## src/design/addr_map_pkg.sv

```systemverilog
// Constants, types and shared decode helpers of the system address decoder.
// Assumes nothing of its users beyond importing the whole package.
package addr_map_pkg;
    // Register port byte offsets
    localparam logic [7:0] REG_ATTR = 8'h00;
    localparam logic [7:0] REG_HOLE = 8'h04;
    localparam logic [7:0] REG_CEIL = 8'h08;
    localparam logic [7:0] REG_MGMT = 8'h0C;
    localparam logic [7:0] REG_LAST = 8'h10;
    // Segment attribute field layout, two bits per segment
    localparam int EXP_BASE_BIT = 0;
    localparam int EXT_BASE_BIT = 16;
    localparam int SYS_BASE_BIT = 24;
    localparam int ATTR_RD = 0;
    localparam int ATTR_WR = 1;
    localparam logic [31:0] ATTR_WMASK = 32'h03FF_FFFF;
    localparam logic [31:0] ATTR_RESET = 32'h0000_0000;
    localparam int HOLE_BIT = 0;
    localparam int MGMT_EN_BIT = 0;
    localparam int MGMT_OPEN_BIT = 1;
    localparam logic [11:0] CEIL_RESET = 12'h010;
    // Host I/O ports of the configuration mechanism
    localparam logic [15:0] IO_CFG_ADDR = 16'h0CF8;
    localparam logic [15:0] IO_CFG_DATA = 16'h0CFC;
    localparam int CFG_EN_BIT = 31;
    localparam logic [31:0] CFG_WMASK = 32'h80FF_FFFC;
    // Memory map boundaries
    localparam logic [31:0] DOS_TOP = 32'h0008_0000;
    localparam logic [31:0] HOLE_TOP = 32'h000A_0000;
    localparam logic [31:0] VIDEO_TOP = 32'h000C_0000;
    localparam logic [31:0] EXP_TOP = 32'h000E_0000;
    localparam logic [31:0] EXT_TOP = 32'h000F_0000;
    localparam logic [31:0] MEG = 32'h0010_0000;
    localparam logic [31:0] INTC_BASE = 32'hFEC0_0000;
    localparam logic [31:0] INTC_TOP = 32'hFEC1_0000;
    localparam logic [31:0] HIBIOS_BASE = 32'hFFE0_0000;

    typedef enum logic [3:0] {
        RG_DOS, RG_HOLE, RG_VIDEO, RG_EXP, RG_EXT, RG_SYS, RG_MAIN,
        RG_PCI, RG_INTC, RG_HIBIOS, RG_ABOVE, RG_IO
    } region_t;

    // Read/write attribute pair of the segment holding a (zero outside)
    function automatic logic [1:0] seg_attr(input logic [31:0] attr,
                                            input logic [31:0] a);
        logic [1:0] r;
        r = 2'b00;
        if (a[31:17] == 15'h0006) begin
            r = attr[EXP_BASE_BIT + 2 * a[16:14] +: 2];
        end else if (a[31:16] == 16'h000E) begin
            r = attr[EXT_BASE_BIT + 2 * a[15:14] +: 2];
        end else if (a[31:16] == 16'h000F) begin
            r = attr[SYS_BASE_BIT +: 2];
        end
        return r;
    endfunction
endpackage

```

## src/design/map_if.sv

```systemverilog
// One decode request and its routing answer between the top and a decoder.
// Assumes the requester drives every request field combinationally.
`timescale 1ns/1ps
interface map_if;
    import addr_map_pkg::*;
    logic [31:0] addr;
    logic hi;
    logic io;
    logic write;
    logic mgmt;
    logic from_pci;
    logic [31:0] attr;
    logic hole;
    logic mgmt_en;
    logic mgmt_open;
    logic cfg_en;
    logic [11:0] ceil;
    region_t region;
    logic to_dram;
    logic to_pci;
    logic absorb;
    logic internal;
    logic cfg;
    modport requester(output addr, hi, io, write, mgmt, from_pci, attr, hole,
                      mgmt_en, mgmt_open, cfg_en, ceil,
                      input region, to_dram, to_pci, absorb, internal, cfg);
    modport decoder(input addr, hi, io, write, mgmt, from_pci, attr, hole,
                    mgmt_en, mgmt_open, cfg_en, ceil,
                    output region, to_dram, to_pci, absorb, internal, cfg);
endinterface

```

## src/design/addr_decode.sv

```systemverilog
// Combinational routing of one host or PCI-initiated access.
// Assumes the requester registers the answer; nothing here is clocked.
`timescale 1ns/1ps
module addr_decode
    import addr_map_pkg::*;
(
    map_if.decoder m
);
    logic [1:0] sa;
    logic en;

    always_comb begin
        sa = seg_attr(m.attr, m.addr);
        en = m.write ? sa[ATTR_WR] : sa[ATTR_RD];
        m.region = RG_IO;
        m.to_dram = 1'b0;
        m.to_pci = 1'b0;
        m.absorb = 1'b0;
        m.internal = 1'b0;
        m.cfg = 1'b0;
        if (m.io) begin
            // PCI-side I/O is never claimed here
            if (m.from_pci) begin
                m.region = RG_IO;
            end else if (m.addr[15:2] == IO_CFG_ADDR[15:2]) begin
                m.internal = 1'b1;
            end else if (m.addr[15:2] == IO_CFG_DATA[15:2] && m.cfg_en) begin
                m.cfg = 1'b1;
                m.to_pci = 1'b1;
            end else begin
                m.to_pci = 1'b1;
            end
        end else if (m.hi) begin
            m.region = RG_ABOVE;
            m.absorb = !m.from_pci;
        end else if (m.addr < DOS_TOP) begin
            m.region = RG_DOS;
            m.to_dram = 1'b1;
        end else if (m.addr < HOLE_TOP) begin
            m.region = RG_HOLE;
            m.to_dram = !m.hole;
            m.to_pci = m.hole;
        end else if (m.addr < VIDEO_TOP) begin
            m.region = RG_VIDEO;
            // Open lets plain cycles fill the space before first use
            if (!m.from_pci && m.mgmt_en && (m.mgmt || m.mgmt_open)) begin
                m.to_dram = 1'b1;
            end else begin
                m.to_pci = 1'b1;
            end
        end else if (m.addr < MEG) begin
            m.region = (m.addr < EXP_TOP) ? RG_EXP :
                       (m.addr < EXT_TOP) ? RG_EXT : RG_SYS;
            // Shadowed or not, PCI masters are never claimed here
            m.to_dram = en && !m.from_pci;
            m.to_pci = !(en && !m.from_pci);
        end else if (m.addr[31:20] < m.ceil) begin
            m.region = RG_MAIN;
            m.to_dram = 1'b1;
        end else begin
            m.to_pci = 1'b1;
            if (m.addr >= INTC_BASE && m.addr < INTC_TOP) begin
                m.region = RG_INTC;
            end else if (m.addr >= HIBIOS_BASE) begin
                m.region = RG_HIBIOS;
            end else begin
                m.region = RG_PCI;
            end
        end
    end
endmodule

```

## src/design/system_address_decoder.sv

```systemverilog
// Address decoder of a host-to-PCI bridge: routes host cycles to DRAM,
// PCI or itself, and answers PCI masters whether DRAM claims their cycle.
// Assumes one-cycle request strobes synchronous to clk and a register
// port whose read data is taken in the cycle after the read strobe.
//
// Summary of operation
// - Extended BIOS range is four 16 KB segments with own read/write bits.
// - Top 64 KB segment has read/write bits, both off after reset.
// - A disabled segment is not remapped; its cycles go to PCI.
// - From 1 MB to the DRAM ceiling goes to DRAM, with no hole.
// - Ceiling up to 4 GB goes to PCI, interrupt space included.
// - Interrupt-controller 64 KB holds sixteen 4 KB units, all to PCI when at or above the ceiling.
// - Top 2 MB below 4 GB, the reset fetch area, goes to PCI where at or above the ceiling.
// - Management space off: video range goes to PCI, never DRAM.
// - Management space on: management-mode video cycles go to DRAM.
// - PCI initiators never reach management space in DRAM.
// - Shadowing: write-only sends reads to ROM, writes to DRAM.
// - PCI or ISA masters targeting shadowed segments get no response.
// - Host I/O goes to PCI except the internal port.
// - Configuration address and data ports implement config access.
// - Above 4 GB is claimed: writes dropped, reads return zero.
// - 512-640 KB goes to DRAM unless hole control makes it PCI.
// - Expansion range is eight 16 KB segments, four states each.
`timescale 1ns/1ps
module system_address_decoder
    import addr_map_pkg::*;
#(
    parameter int HOST_AW = 36
) (
    input wire logic clk,
    input wire logic rst,
    input wire logic [7:0] reg_addr,
    input wire logic [31:0] reg_wdata,
    input wire logic reg_we,
    input wire logic reg_re,
    output logic [31:0] reg_rdata,
    input wire logic host_valid,
    input wire logic host_io,
    input wire logic host_write,
    input wire logic host_mgmt,
    input wire logic [HOST_AW-1:0] host_addr,
    input wire logic [31:0] host_wdata,
    output logic route_valid,
    output logic route_dram,
    output logic route_pci,
    output logic route_absorb,
    output logic route_internal,
    output logic route_cfg,
    output logic [31:0] host_rdata,
    output logic [31:0] cfg_addr,
    input wire logic pci_valid,
    input wire logic [31:0] pci_addr,
    input wire logic pci_write,
    output logic pci_claim_valid,
    output logic pci_claim
);
    if (HOST_AW < 33) begin : g_check
        $error("HOST_AW must exceed 32");
    end

    map_if hm();
    map_if pm();

    logic [31:0] attr_q, attr_d;
    logic hole_q, hole_d;
    logic [11:0] ceil_q, ceil_d;
    logic mgmt_en_q, mgmt_en_d;
    logic mgmt_open_q, mgmt_open_d;
    logic [31:0] cfg_addr_q, cfg_addr_d;
    logic [31:0] reg_rdata_q, reg_rdata_d;
    region_t region_q, region_d;
    logic [3:0] slot_q, slot_d;
    logic [5:0] route_q, route_d;
    logic [31:0] host_rdata_q, host_rdata_d;
    logic [1:0] claim_q, claim_d;

    // Host request into its decoder
    assign hm.addr = host_addr[31:0];
    assign hm.hi = |host_addr[HOST_AW-1:32];
    assign hm.io = host_io;
    assign hm.write = host_write;
    assign hm.mgmt = host_mgmt;
    assign hm.from_pci = 1'b0;
    assign hm.attr = attr_q;
    assign hm.hole = hole_q;
    assign hm.mgmt_en = mgmt_en_q;
    assign hm.mgmt_open = mgmt_open_q;
    assign hm.cfg_en = cfg_addr_q[CFG_EN_BIT];
    assign hm.ceil = ceil_q;

    // PCI-initiated memory cycles use a second copy of the same map
    assign pm.addr = pci_addr;
    assign pm.hi = 1'b0;
    assign pm.io = 1'b0;
    assign pm.write = pci_write;
    assign pm.mgmt = 1'b0;
    assign pm.from_pci = 1'b1;
    assign pm.attr = attr_q;
    assign pm.hole = hole_q;
    assign pm.mgmt_en = mgmt_en_q;
    assign pm.mgmt_open = mgmt_open_q;
    assign pm.cfg_en = 1'b0;
    assign pm.ceil = ceil_q;

    addr_decode u_host_dec (
        .m(hm)
    );

    addr_decode u_pci_dec (
        .m(pm)
    );

    // Register port and internal configuration address port
    always_comb begin
        attr_d = attr_q;
        hole_d = hole_q;
        ceil_d = ceil_q;
        mgmt_en_d = mgmt_en_q;
        mgmt_open_d = mgmt_open_q;
        cfg_addr_d = cfg_addr_q;
        reg_rdata_d = 32'h0000_0000;
        if (reg_we) begin
            unique case (reg_addr)
                REG_ATTR: attr_d = reg_wdata & ATTR_WMASK;
                REG_HOLE: hole_d = reg_wdata[HOLE_BIT];
                REG_CEIL: ceil_d = reg_wdata[11:0];
                REG_MGMT: begin
                    mgmt_en_d = reg_wdata[MGMT_EN_BIT];
                    mgmt_open_d = reg_wdata[MGMT_OPEN_BIT];
                end
                default: attr_d = attr_q;
            endcase
        end
        if (reg_re) begin
            unique case (reg_addr)
                REG_ATTR: reg_rdata_d = attr_q;
                REG_HOLE: reg_rdata_d = {31'h0000_0000, hole_q};
                REG_CEIL: reg_rdata_d = {20'h0_0000, ceil_q};
                REG_MGMT: reg_rdata_d = {30'h0000_0000, mgmt_open_q, mgmt_en_q};
                REG_LAST: reg_rdata_d = {24'h00_0000, slot_q, region_q};
                default: reg_rdata_d = 32'h0000_0000;
            endcase
        end
        // Handler must restore this across a management entry
        if (host_valid && host_write && hm.internal) begin
            cfg_addr_d = host_wdata & CFG_WMASK;
        end
    end

    always_ff @(posedge clk) begin
        if (rst) begin
            attr_q <= ATTR_RESET;
            hole_q <= 1'b0;
            ceil_q <= CEIL_RESET;
            mgmt_en_q <= 1'b0;
            mgmt_open_q <= 1'b0;
            cfg_addr_q <= 32'h0000_0000;
            reg_rdata_q <= 32'h0000_0000;
        end else begin
            attr_q <= attr_d;
            hole_q <= hole_d;
            ceil_q <= ceil_d;
            mgmt_en_q <= mgmt_en_d;
            mgmt_open_q <= mgmt_open_d;
            cfg_addr_q <= cfg_addr_d;
            reg_rdata_q <= reg_rdata_d;
        end
    end

    // Routing answers, one cycle after each request
    always_comb begin
        route_d = 6'h00;
        host_rdata_d = 32'h0000_0000;
        region_d = region_q;
        slot_d = slot_q;
        claim_d = {pci_valid, pci_valid && pm.to_dram};
        if (host_valid) begin
            route_d = {1'b1, hm.to_dram, hm.to_pci, hm.absorb,
                       hm.internal, hm.cfg};
            region_d = hm.region;
            slot_d = host_addr[15:12];
            // Above 4 GB reads return zero, writes are dropped
            if (hm.internal && !host_write) begin
                host_rdata_d = cfg_addr_q;
            end
        end
    end

    always_ff @(posedge clk) begin
        if (rst) begin
            route_q <= 6'h00;
            host_rdata_q <= 32'h0000_0000;
            region_q <= RG_DOS;
            slot_q <= 4'h0;
            claim_q <= 2'h0;
        end else begin
            route_q <= route_d;
            host_rdata_q <= host_rdata_d;
            region_q <= region_d;
            slot_q <= slot_d;
            claim_q <= claim_d;
        end
    end

    assign reg_rdata = reg_rdata_q;
    assign route_valid = route_q[5];
    assign route_dram = route_q[4];
    assign route_pci = route_q[3];
    assign route_absorb = route_q[2];
    assign route_internal = route_q[1];
    assign route_cfg = route_q[0];
    assign host_rdata = host_rdata_q;
    assign cfg_addr = cfg_addr_q;
    assign pci_claim_valid = claim_q[1];
    assign pci_claim = claim_q[0];

    logic hmem;
    logic hlow;
    logic [1:0] hsa;
    logic hen;
    assign hmem = host_valid && !host_io && !hm.hi;
    assign hlow = hmem && host_addr[31:20] == 12'h000;
    assign hsa = seg_attr(attr_q, host_addr[31:0]);
    assign hen = host_write ? hsa[ATTR_WR] : hsa[ATTR_RD];
endmodule

```

## config.mk

```make
export PLATFORM = sky130hd
export DESIGN_NAME = system_address_decoder
export DESIGN_NICKNAME = d
export VERILOG_FILES = /design/src/design/addr_map_pkg.sv /design/src/design/map_if.sv /design/src/design/addr_decode.sv /design/src/design/system_address_decoder.sv
export SDC_FILE = /design/constraint.sdc
export NUM_CORES = 1
export LEC_CHECK = 0
export BUFFER_PORTS_ARGS = -buffer_cell sky130_fd_sc_hd__buf_2
export CORE_ASPECT_RATIO = 0.7
export CORE_MARGIN = 5
export CORE_UTILIZATION = 45
export CTS_BUF_LIST = sky130_fd_sc_hd__clkbuf_2
export CTS_CLUSTER_DIAMETER = 60
export DETAILED_ROUTE_END_ITERATION = 7
export PLACE_DENSITY = 0.76
export SYNTH_ARGS = -nofsm -noshare
export SYNTH_HDL_FRONTEND = slang
export SYNTH_HIERARCHICAL = 1
export SYNTH_SLANG_ARGS = --single-unit
export TNS_END_PERCENT = 20
```

## constraint.sdc

```tcl
create_clock -name clk -period 3.6 [get_ports clk]
set_input_delay 0 -clock clk [delete_from_list [all_inputs] [get_ports clk]]
set_output_delay 0 -clock clk [all_outputs]
set_load 0.005 [all_outputs]
```

=== Yosys cells after proc, flatten, opt, wreduce, memory -nomap -nowiden ===
Cells that the tools add are included.

* Add/subtract/negate cells: 1
* Multipliers: 0
* Divide/modulo/power cells: 0
* Magnitude comparators: 15
* Equal/unequal tests: 9
* Shift-type cells: 2
* Mux-type cells: 46
* Bitwise operators: 4
* Reduce and logical (&&, ||, !) cells: 23

{| class="wikitable"
|+ Operators with widths
! operator !! number
|-
| less-than comparator 32 x 20 -> 1 bit (second input constant) || 8
|-
| case mux 26 bit (5 select lines) || 1
|-
| >= comparator 32 bit (second input constant) || 2
|-
| less-than comparator 32 x 21 -> 1 bit (second input constant) || 2
|-
| 2-to-1 mux 4 bit || 10
|-
| variable part select 32 x 33 -> 2 bit || 1
|-
| == test 16 x 4 -> 1 bit (second input constant) || 2
|-
| less-than comparator 32 bit (second input constant) || 1
|-
| variable part select 32 x 5 -> 2 bit || 1
|-
| 2-to-1 mux 1 bit || 31
|-
| == test 14 x 10 -> 1 bit (second input constant) || 2
|-
| less-than comparator 12 bit || 2
|-
| == test 8 x 4 -> 1 bit (second input constant) || 2
|-
| == test 15 x 3 -> 1 bit (second input constant) || 1
|-
| == test 8 x 3 -> 1 bit (second input constant) || 1
|-
| == test 8 x 5 -> 1 bit (second input constant) || 1
|-
| zero test 8 bit || 1
|-
| AND reduction 2 bit || 4
|-
| OR reduction 4 bit || 2
|-
| logical AND 1 bit || 7
|-
| OR reduction 7 bit || 1
|-
| adder 5 x 3 -> 6 bit (first input constant) || 1
|-
| 2-to-1 mux 2 bit || 3
|-
| 2-to-1 mux 6 bit || 1
|-
| 5 further kinds || 12
|}

* Register bits: 135
* Latch bits: 0
* RAM bits: 0
* ROM bits: 0
* Bits of input ports: 150
* Output and inout bits: 104
* Logic and storage cells: 116
* Memories: 0

=== Depth between registers and ports, before layout ===
* Depth in word-level cells: 13
* Depth in mapped cells: 10
* Depth with buffers taken out: 10

=== Modules after synthesis ===
The synthesis kept the hierarchy.

{| class="wikitable"
|+ Modules (own cells, without submodules)
! module !! instances !! cells an instance !! area each (um^2) !! sequential area each (um^2)
|-
| system_address_decoder || 1 || 482 || 4558.1 || 2582.5
|-
| addr_decode at u_host_dec || 1 || 119 || 863.3 || 0.0
|-
| addr_decode at u_pci_dec || 1 || 106 || 807.0 || 0.0
|}

=== Worst setup path before layout ===
Ideal clock, no wire load.

* Path kind: register to register
* Start point: register ceil_q[2]
* End point: register region_q[0]
* Setup time: 0.128 ns
* Data arrival time: 1.983 ns
* Data required time: 3.472 ns
* Slack: 1.489 ns
* Stages on the path, launching flop included: 11
* Path buffers: 0
* Period minus slack after synthesis: 2.111 ns
* Cell sequence: dfxtp_1 inv_1 ha_1 a211o_1 a31oi_1 o221ai_1 a21oi_1 a2111oi_0 or3_1 mux2i_1 nor2_1

* Cells in the longest elaborated chain, start to end: 8

{| class="wikitable"
|+ RTL lines
! item !! RTL line !! text
|-
| start, declared || system_address_decoder.sv:66 || <nowiki>logic [11:0] ceil_q, ceil_d;</nowiki>
|-
| start signal, assigned || system_address_decoder.sv:162 || <nowiki>ceil_q <= ceil_d;</nowiki>
|-
| less-than comparator 12 bit || addr_decode.sv:57 || <nowiki>end else if (m.addr[31:20] < m.ceil) begin</nowiki>
|-
| 2-to-1 mux 4 bit || addr_decode.sv:57 ||
|-
| 2-to-1 mux 4 bit || addr_decode.sv:51 || <nowiki>end else if (m.addr < MEG) begin</nowiki>
|-
| 2-to-1 mux 4 bit || addr_decode.sv:43 || <nowiki>end else if (m.addr < VIDEO_TOP) begin</nowiki>
|-
| 2-to-1 mux 4 bit || addr_decode.sv:39 || <nowiki>end else if (m.addr < HOLE_TOP) begin</nowiki>
|-
| 2-to-1 mux 4 bit || addr_decode.sv:36 || <nowiki>end else if (m.addr < DOS_TOP) begin</nowiki>
|-
| 2-to-1 mux 4 bit || addr_decode.sv:33 || <nowiki>end else if (m.hi) begin</nowiki>
|-
| 2-to-1 mux 4 bit || addr_decode.sv:21 || <nowiki>if (m.io) begin</nowiki>
|-
| via hm.region[0] || map_if.sv:18 || <nowiki>region_t region;</nowiki>
|-
| end signal, assigned || system_address_decoder.sv:199 || <nowiki>region_q <= region_d;</nowiki>
|-
| end, declared || system_address_decoder.sv:71 || <nowiki>region_t region_q, region_d;</nowiki>
|}

The timed path passes the listed nets, and every way through them passes these cells.
A chain may end at the register's enable or synchronous reset.

=== Worst setup path in the final report ===
* Start point: register attr_q[3]
* End point: register route_q[4]

* Cells in the longest elaborated chain, start to end: 8
* Elaborated cells on any way between the ends: 9
* Those cells by class: 2 x shift; 7 x mux

{| class="wikitable"
|+ RTL lines
! item !! RTL line !! text
|-
| start, declared || system_address_decoder.sv:64 || <nowiki>logic [31:0] attr_q, attr_d;</nowiki>
|-
| start signal, assigned || system_address_decoder.sv:160 || <nowiki>attr_q <= attr_d;</nowiki>
|-
| variable part select 32 x 33 -> 2 bit || addr_map_pkg.sv:51 || <nowiki>r = attr[EXT_BASE_BIT + 2 * a[15:14] +: 2];</nowiki>
|-
| 2-to-1 mux 2 bit || addr_map_pkg.sv:50 || <nowiki>end else if (a[31:16] == 16'h000E) begin</nowiki>
|-
| 2-to-1 mux 2 bit * || addr_map_pkg.sv:48 || <nowiki>if (a[31:17] == 15'h0006) begin</nowiki>
|-
| 2-to-1 mux 1 bit * || addr_decode.sv:14 || <nowiki>en = m.write ? sa[ATTR_WR] : sa[ATTR_RD];</nowiki>
|-
| 2-to-1 mux 1 bit * || addr_decode.sv:51 ||
|-
| 2-to-1 mux 1 bit * || addr_decode.sv:43 ||
|-
| 2-to-1 mux 1 bit * || addr_decode.sv:39 ||
|-
| 2-to-1 mux 1 bit * || addr_decode.sv:36 ||
|-
| end signal, assigned || system_address_decoder.sv:197 || <nowiki>route_q <= route_d;</nowiki>
|-
| end, declared || system_address_decoder.sv:73 || <nowiki>logic [5:0] route_q, route_d;</nowiki>
|}

Mark *: on every way between the ends. The rest lies on a longest branch, timed or not.

==> flow_metrics.py <==
metrics = {
    "outcome": {
        "status": "completed",
    },
    "power": {
        "seqPwrFrac_pct": 54.5,
        "powerDensity_mw_per_mm2": 319,
        "vdd_drop_max_uv": 213,
        "switchingPower_mw": 0.728,
        "p_comb_share_pct": 11.0,
        "p_int_mw": 1.92,
        "p_leak_nw": 3.81,
        "switching_share_pct": 27.5,
        "clkPwrFrac_pct": 34.5,
    },
    "grt": {
        "antenna_found_initial": 2,
        "grt_max_degree": 77,
        "grt_usage_pct": 22.8,
        "grt_overflow": 0,
        "grt_pass1_wl_mm": 28.9,
        "grt_pass1_vias": 5610,
    },
    "route": {
        "dr.first_iter.drc_count": 410,
        "ant_nets": 0,
        "wl_mm": 18.4,
        "wl_per_cell_um": 16.0,
        "drtPass1Iterations": 5,
        "vias": 5779,
        "avgViaCountPerCell": 5.03,
        "route.detailed.drc": 0,
    },
    "critical_path": {
        "cp.arrival_ns": 4.07,
        "start_kind": "register",
        "cp.required_ns": 4.21,
        "worstSetupEndpointType": "register",
        "critPathMaxFanout": 4,
        "worstSetupPathType": "register to register",
    },
    "synthesis": {
        "netlist_area_mm2": 0.00603,
        "synth_area_per_cell_um2": 8.98,
        "syn_inst": 671,
        "yosys_warnings": 6,
    },
    "clock_network": {
        "clk_path_buf_depth": 2,
        "post_cts_buffers": 0,
        "clk_pin_slew_worst_paths_ns": 0.21,
        "cts_root_buf": "clkbuf_2",
        "cts_max_level": 4,
        "clock_sinks": 129,
        "numCtsBuffers": 17,
        "clk_latency_ns": 0.66,
        "cts_tree": "done",
    },
    "finish": {
        "design_area_mm2": 0.00830,
        "drive_gt1_share_pct": 25.9,
        "fill_cells": 1147,
        "multi_input_area_mm2": 0.00311,
        "final-seq-area_mm2": 0.00258,
        "areaGrowthSynthToFinish_pct": 37.7,
        "layout.nets": 1140,
    },
    "timing": {
        "fmax_ghz": 0.289,
        "setup_tns_ns": 0,
        "fin_skew_ns": 0.0378,
        "min_period_ns": 3.46,
        "rsz0062_at_grt": "false",
        "slew_violations": 0,
        "maxSlewHeadroom_pct": 18.8,
        "finalHoldViolCount": 0,
        "tightestPinTransition_ns": 1.21,
        "setup_viol": 0,
        "finalCritPeriodShare_pct": 96.2,
    },
    "floorplan": {
        "die-area_mm2": 0.0158,
        "fp.dieH_um": 107,
        "die_x_um": 148,
        "rows": 35,
        "fp.coreArea_mm2": 0.0131,
        "io_pins": 254,
        "start_util_pct": 45.9,
    },
    "placed_design": {
        "post_dp_cell_area_mm2": 0.00697,
        "port_buffers": 198,
        "dpl.hpwl_mm": 12.8,
        "routabilityCongestion": 0.847,
    },
    "worst_hold_path": {
        "min_path_type": "primary input to register",
    },
    "run": {
        "max_cap_viol_count": 0,
    },
}
per-layer routing:
metal,GRT usage (%),up-vias,routed length [µm]
met5,0,-,21
met4,6.53,4,295
met3,5.91,33,1520
met2,36.4,227,8530
met1,30.5,2672,8060
li1,-,2843,-
timing repair:
| action | 4_1_cts | 5_1_grt |
|---|---|---|
| endpoints found under the setup margin | 0 | 9 |
| resized for setup | 0 | 4 |
| hold endpoints to repair | 106 | 0 |
| hold buffers | 106 | 0 |
through the flow:
stage | worst slack (ns) | hold slack [ns] | utilization (%) | power (mW) | cells
floorplan | 1.49 | 0.0791 | - | 1.60 | 701
global route | 0.0103 | 0.0285 | 63.1 | 2.77 | 1147
CTS | 0.0354 | 0.0185 | 63.0 | 2.66 | 1147
detailed placement | 0.963 | 0.247 | 53.1 | 1.68 | 1009
global placement | 0.960 | 0.242 | 53.1 | 1.68 | 1009
finish | 0.137 | 0.102 | 63.2 | 2.65 | 1148
state kept, by name (all words and copies together) (netlist names), 2 cells and up:
| name | cells |
|---|---|
| attr_q | 26 |
| ceil_q | 12 |
| cfg_addr | 23 |
| claim_q | 2 |
| host_rdata | 23 |
| reg_rdata | 26 |
| region_q | 4 |
| route_q | 6 |
| slot_q | 4 |
worst max-delay path, cell delays in order (launching register included):
cell,delay [ns]
dfxtp_1,0.42
mux4_2,0.26
nor4b_1,0.05
or4_1,0.48
a2111oi_2,0.49
o221ai_1,0.29
nor3_1,0.20
dlygate4sd3_1,0.57
and2_1,0.11
dlygate4sd3_1,0.54
path summary, 6_finish.rpt:
| path | startpoint | end | slack [ns] | cells past startpoint |
|---|---|---|---|---|
| setup / recovery | attr_q[3] | route_q[4] | 0.14 | 9 |
| hold / removal | host_write | cfg_addr[8] | 0.10 | 4 |
| setup reg to reg | attr_q[3] | route_q[4] | 0.14 | 9 |
| hold reg to reg | cfg_addr[5] | host_rdata[5] | 0.48 | 1 |
placed cells by master (no fill, tap or decap), drive strengths merged, types with 8 or more instances in the layout:
cell type    instances
nand3               12
ha                  22
nor4                 8
conb                32
inv                 29
a21oi               71
nor2                51
mux2i               38
buf                199
dfxtp              129
nand2              117
dlygate4sd3        106
mux4                10
and2                45
nor3                 9
clkbuf              18
final cells by class:
| cell class | instances | share of cell area (%) |
|---|---|---|
| Antenna cell | 1 | 0.0302 |
| Clock inverter | 14 | 1.87 |
| Multi-Input combinational cell | 490 | 37.4 |
| Tap cell | 166 | 2.50 |
| Timing Repair Buffer | 305 | 24.8 |
| Sequential cell | 129 | 31.1 |
| Inverter | 25 | 1.13 |
| Clock buffer | 18 | 1.09 |
power groups by stage:
| stage | Combinational, mW | Sequential [mW] | Clock [mW] |
|---|---|---|---|
| global route | 0.318 | 1.44 | 1.00 |
| detailed placement | 0.212 | 1.47 | 0 |
| CTS | 0.283 | 1.44 | 0.933 |
| global placement | 0.209 | 1.47 | 0 |
| floorplan | 0.126 | 1.47 | 0 |
| finish | 0.291 | 1.44 | 0.913 |
Power figures use the tool's default switching activity.
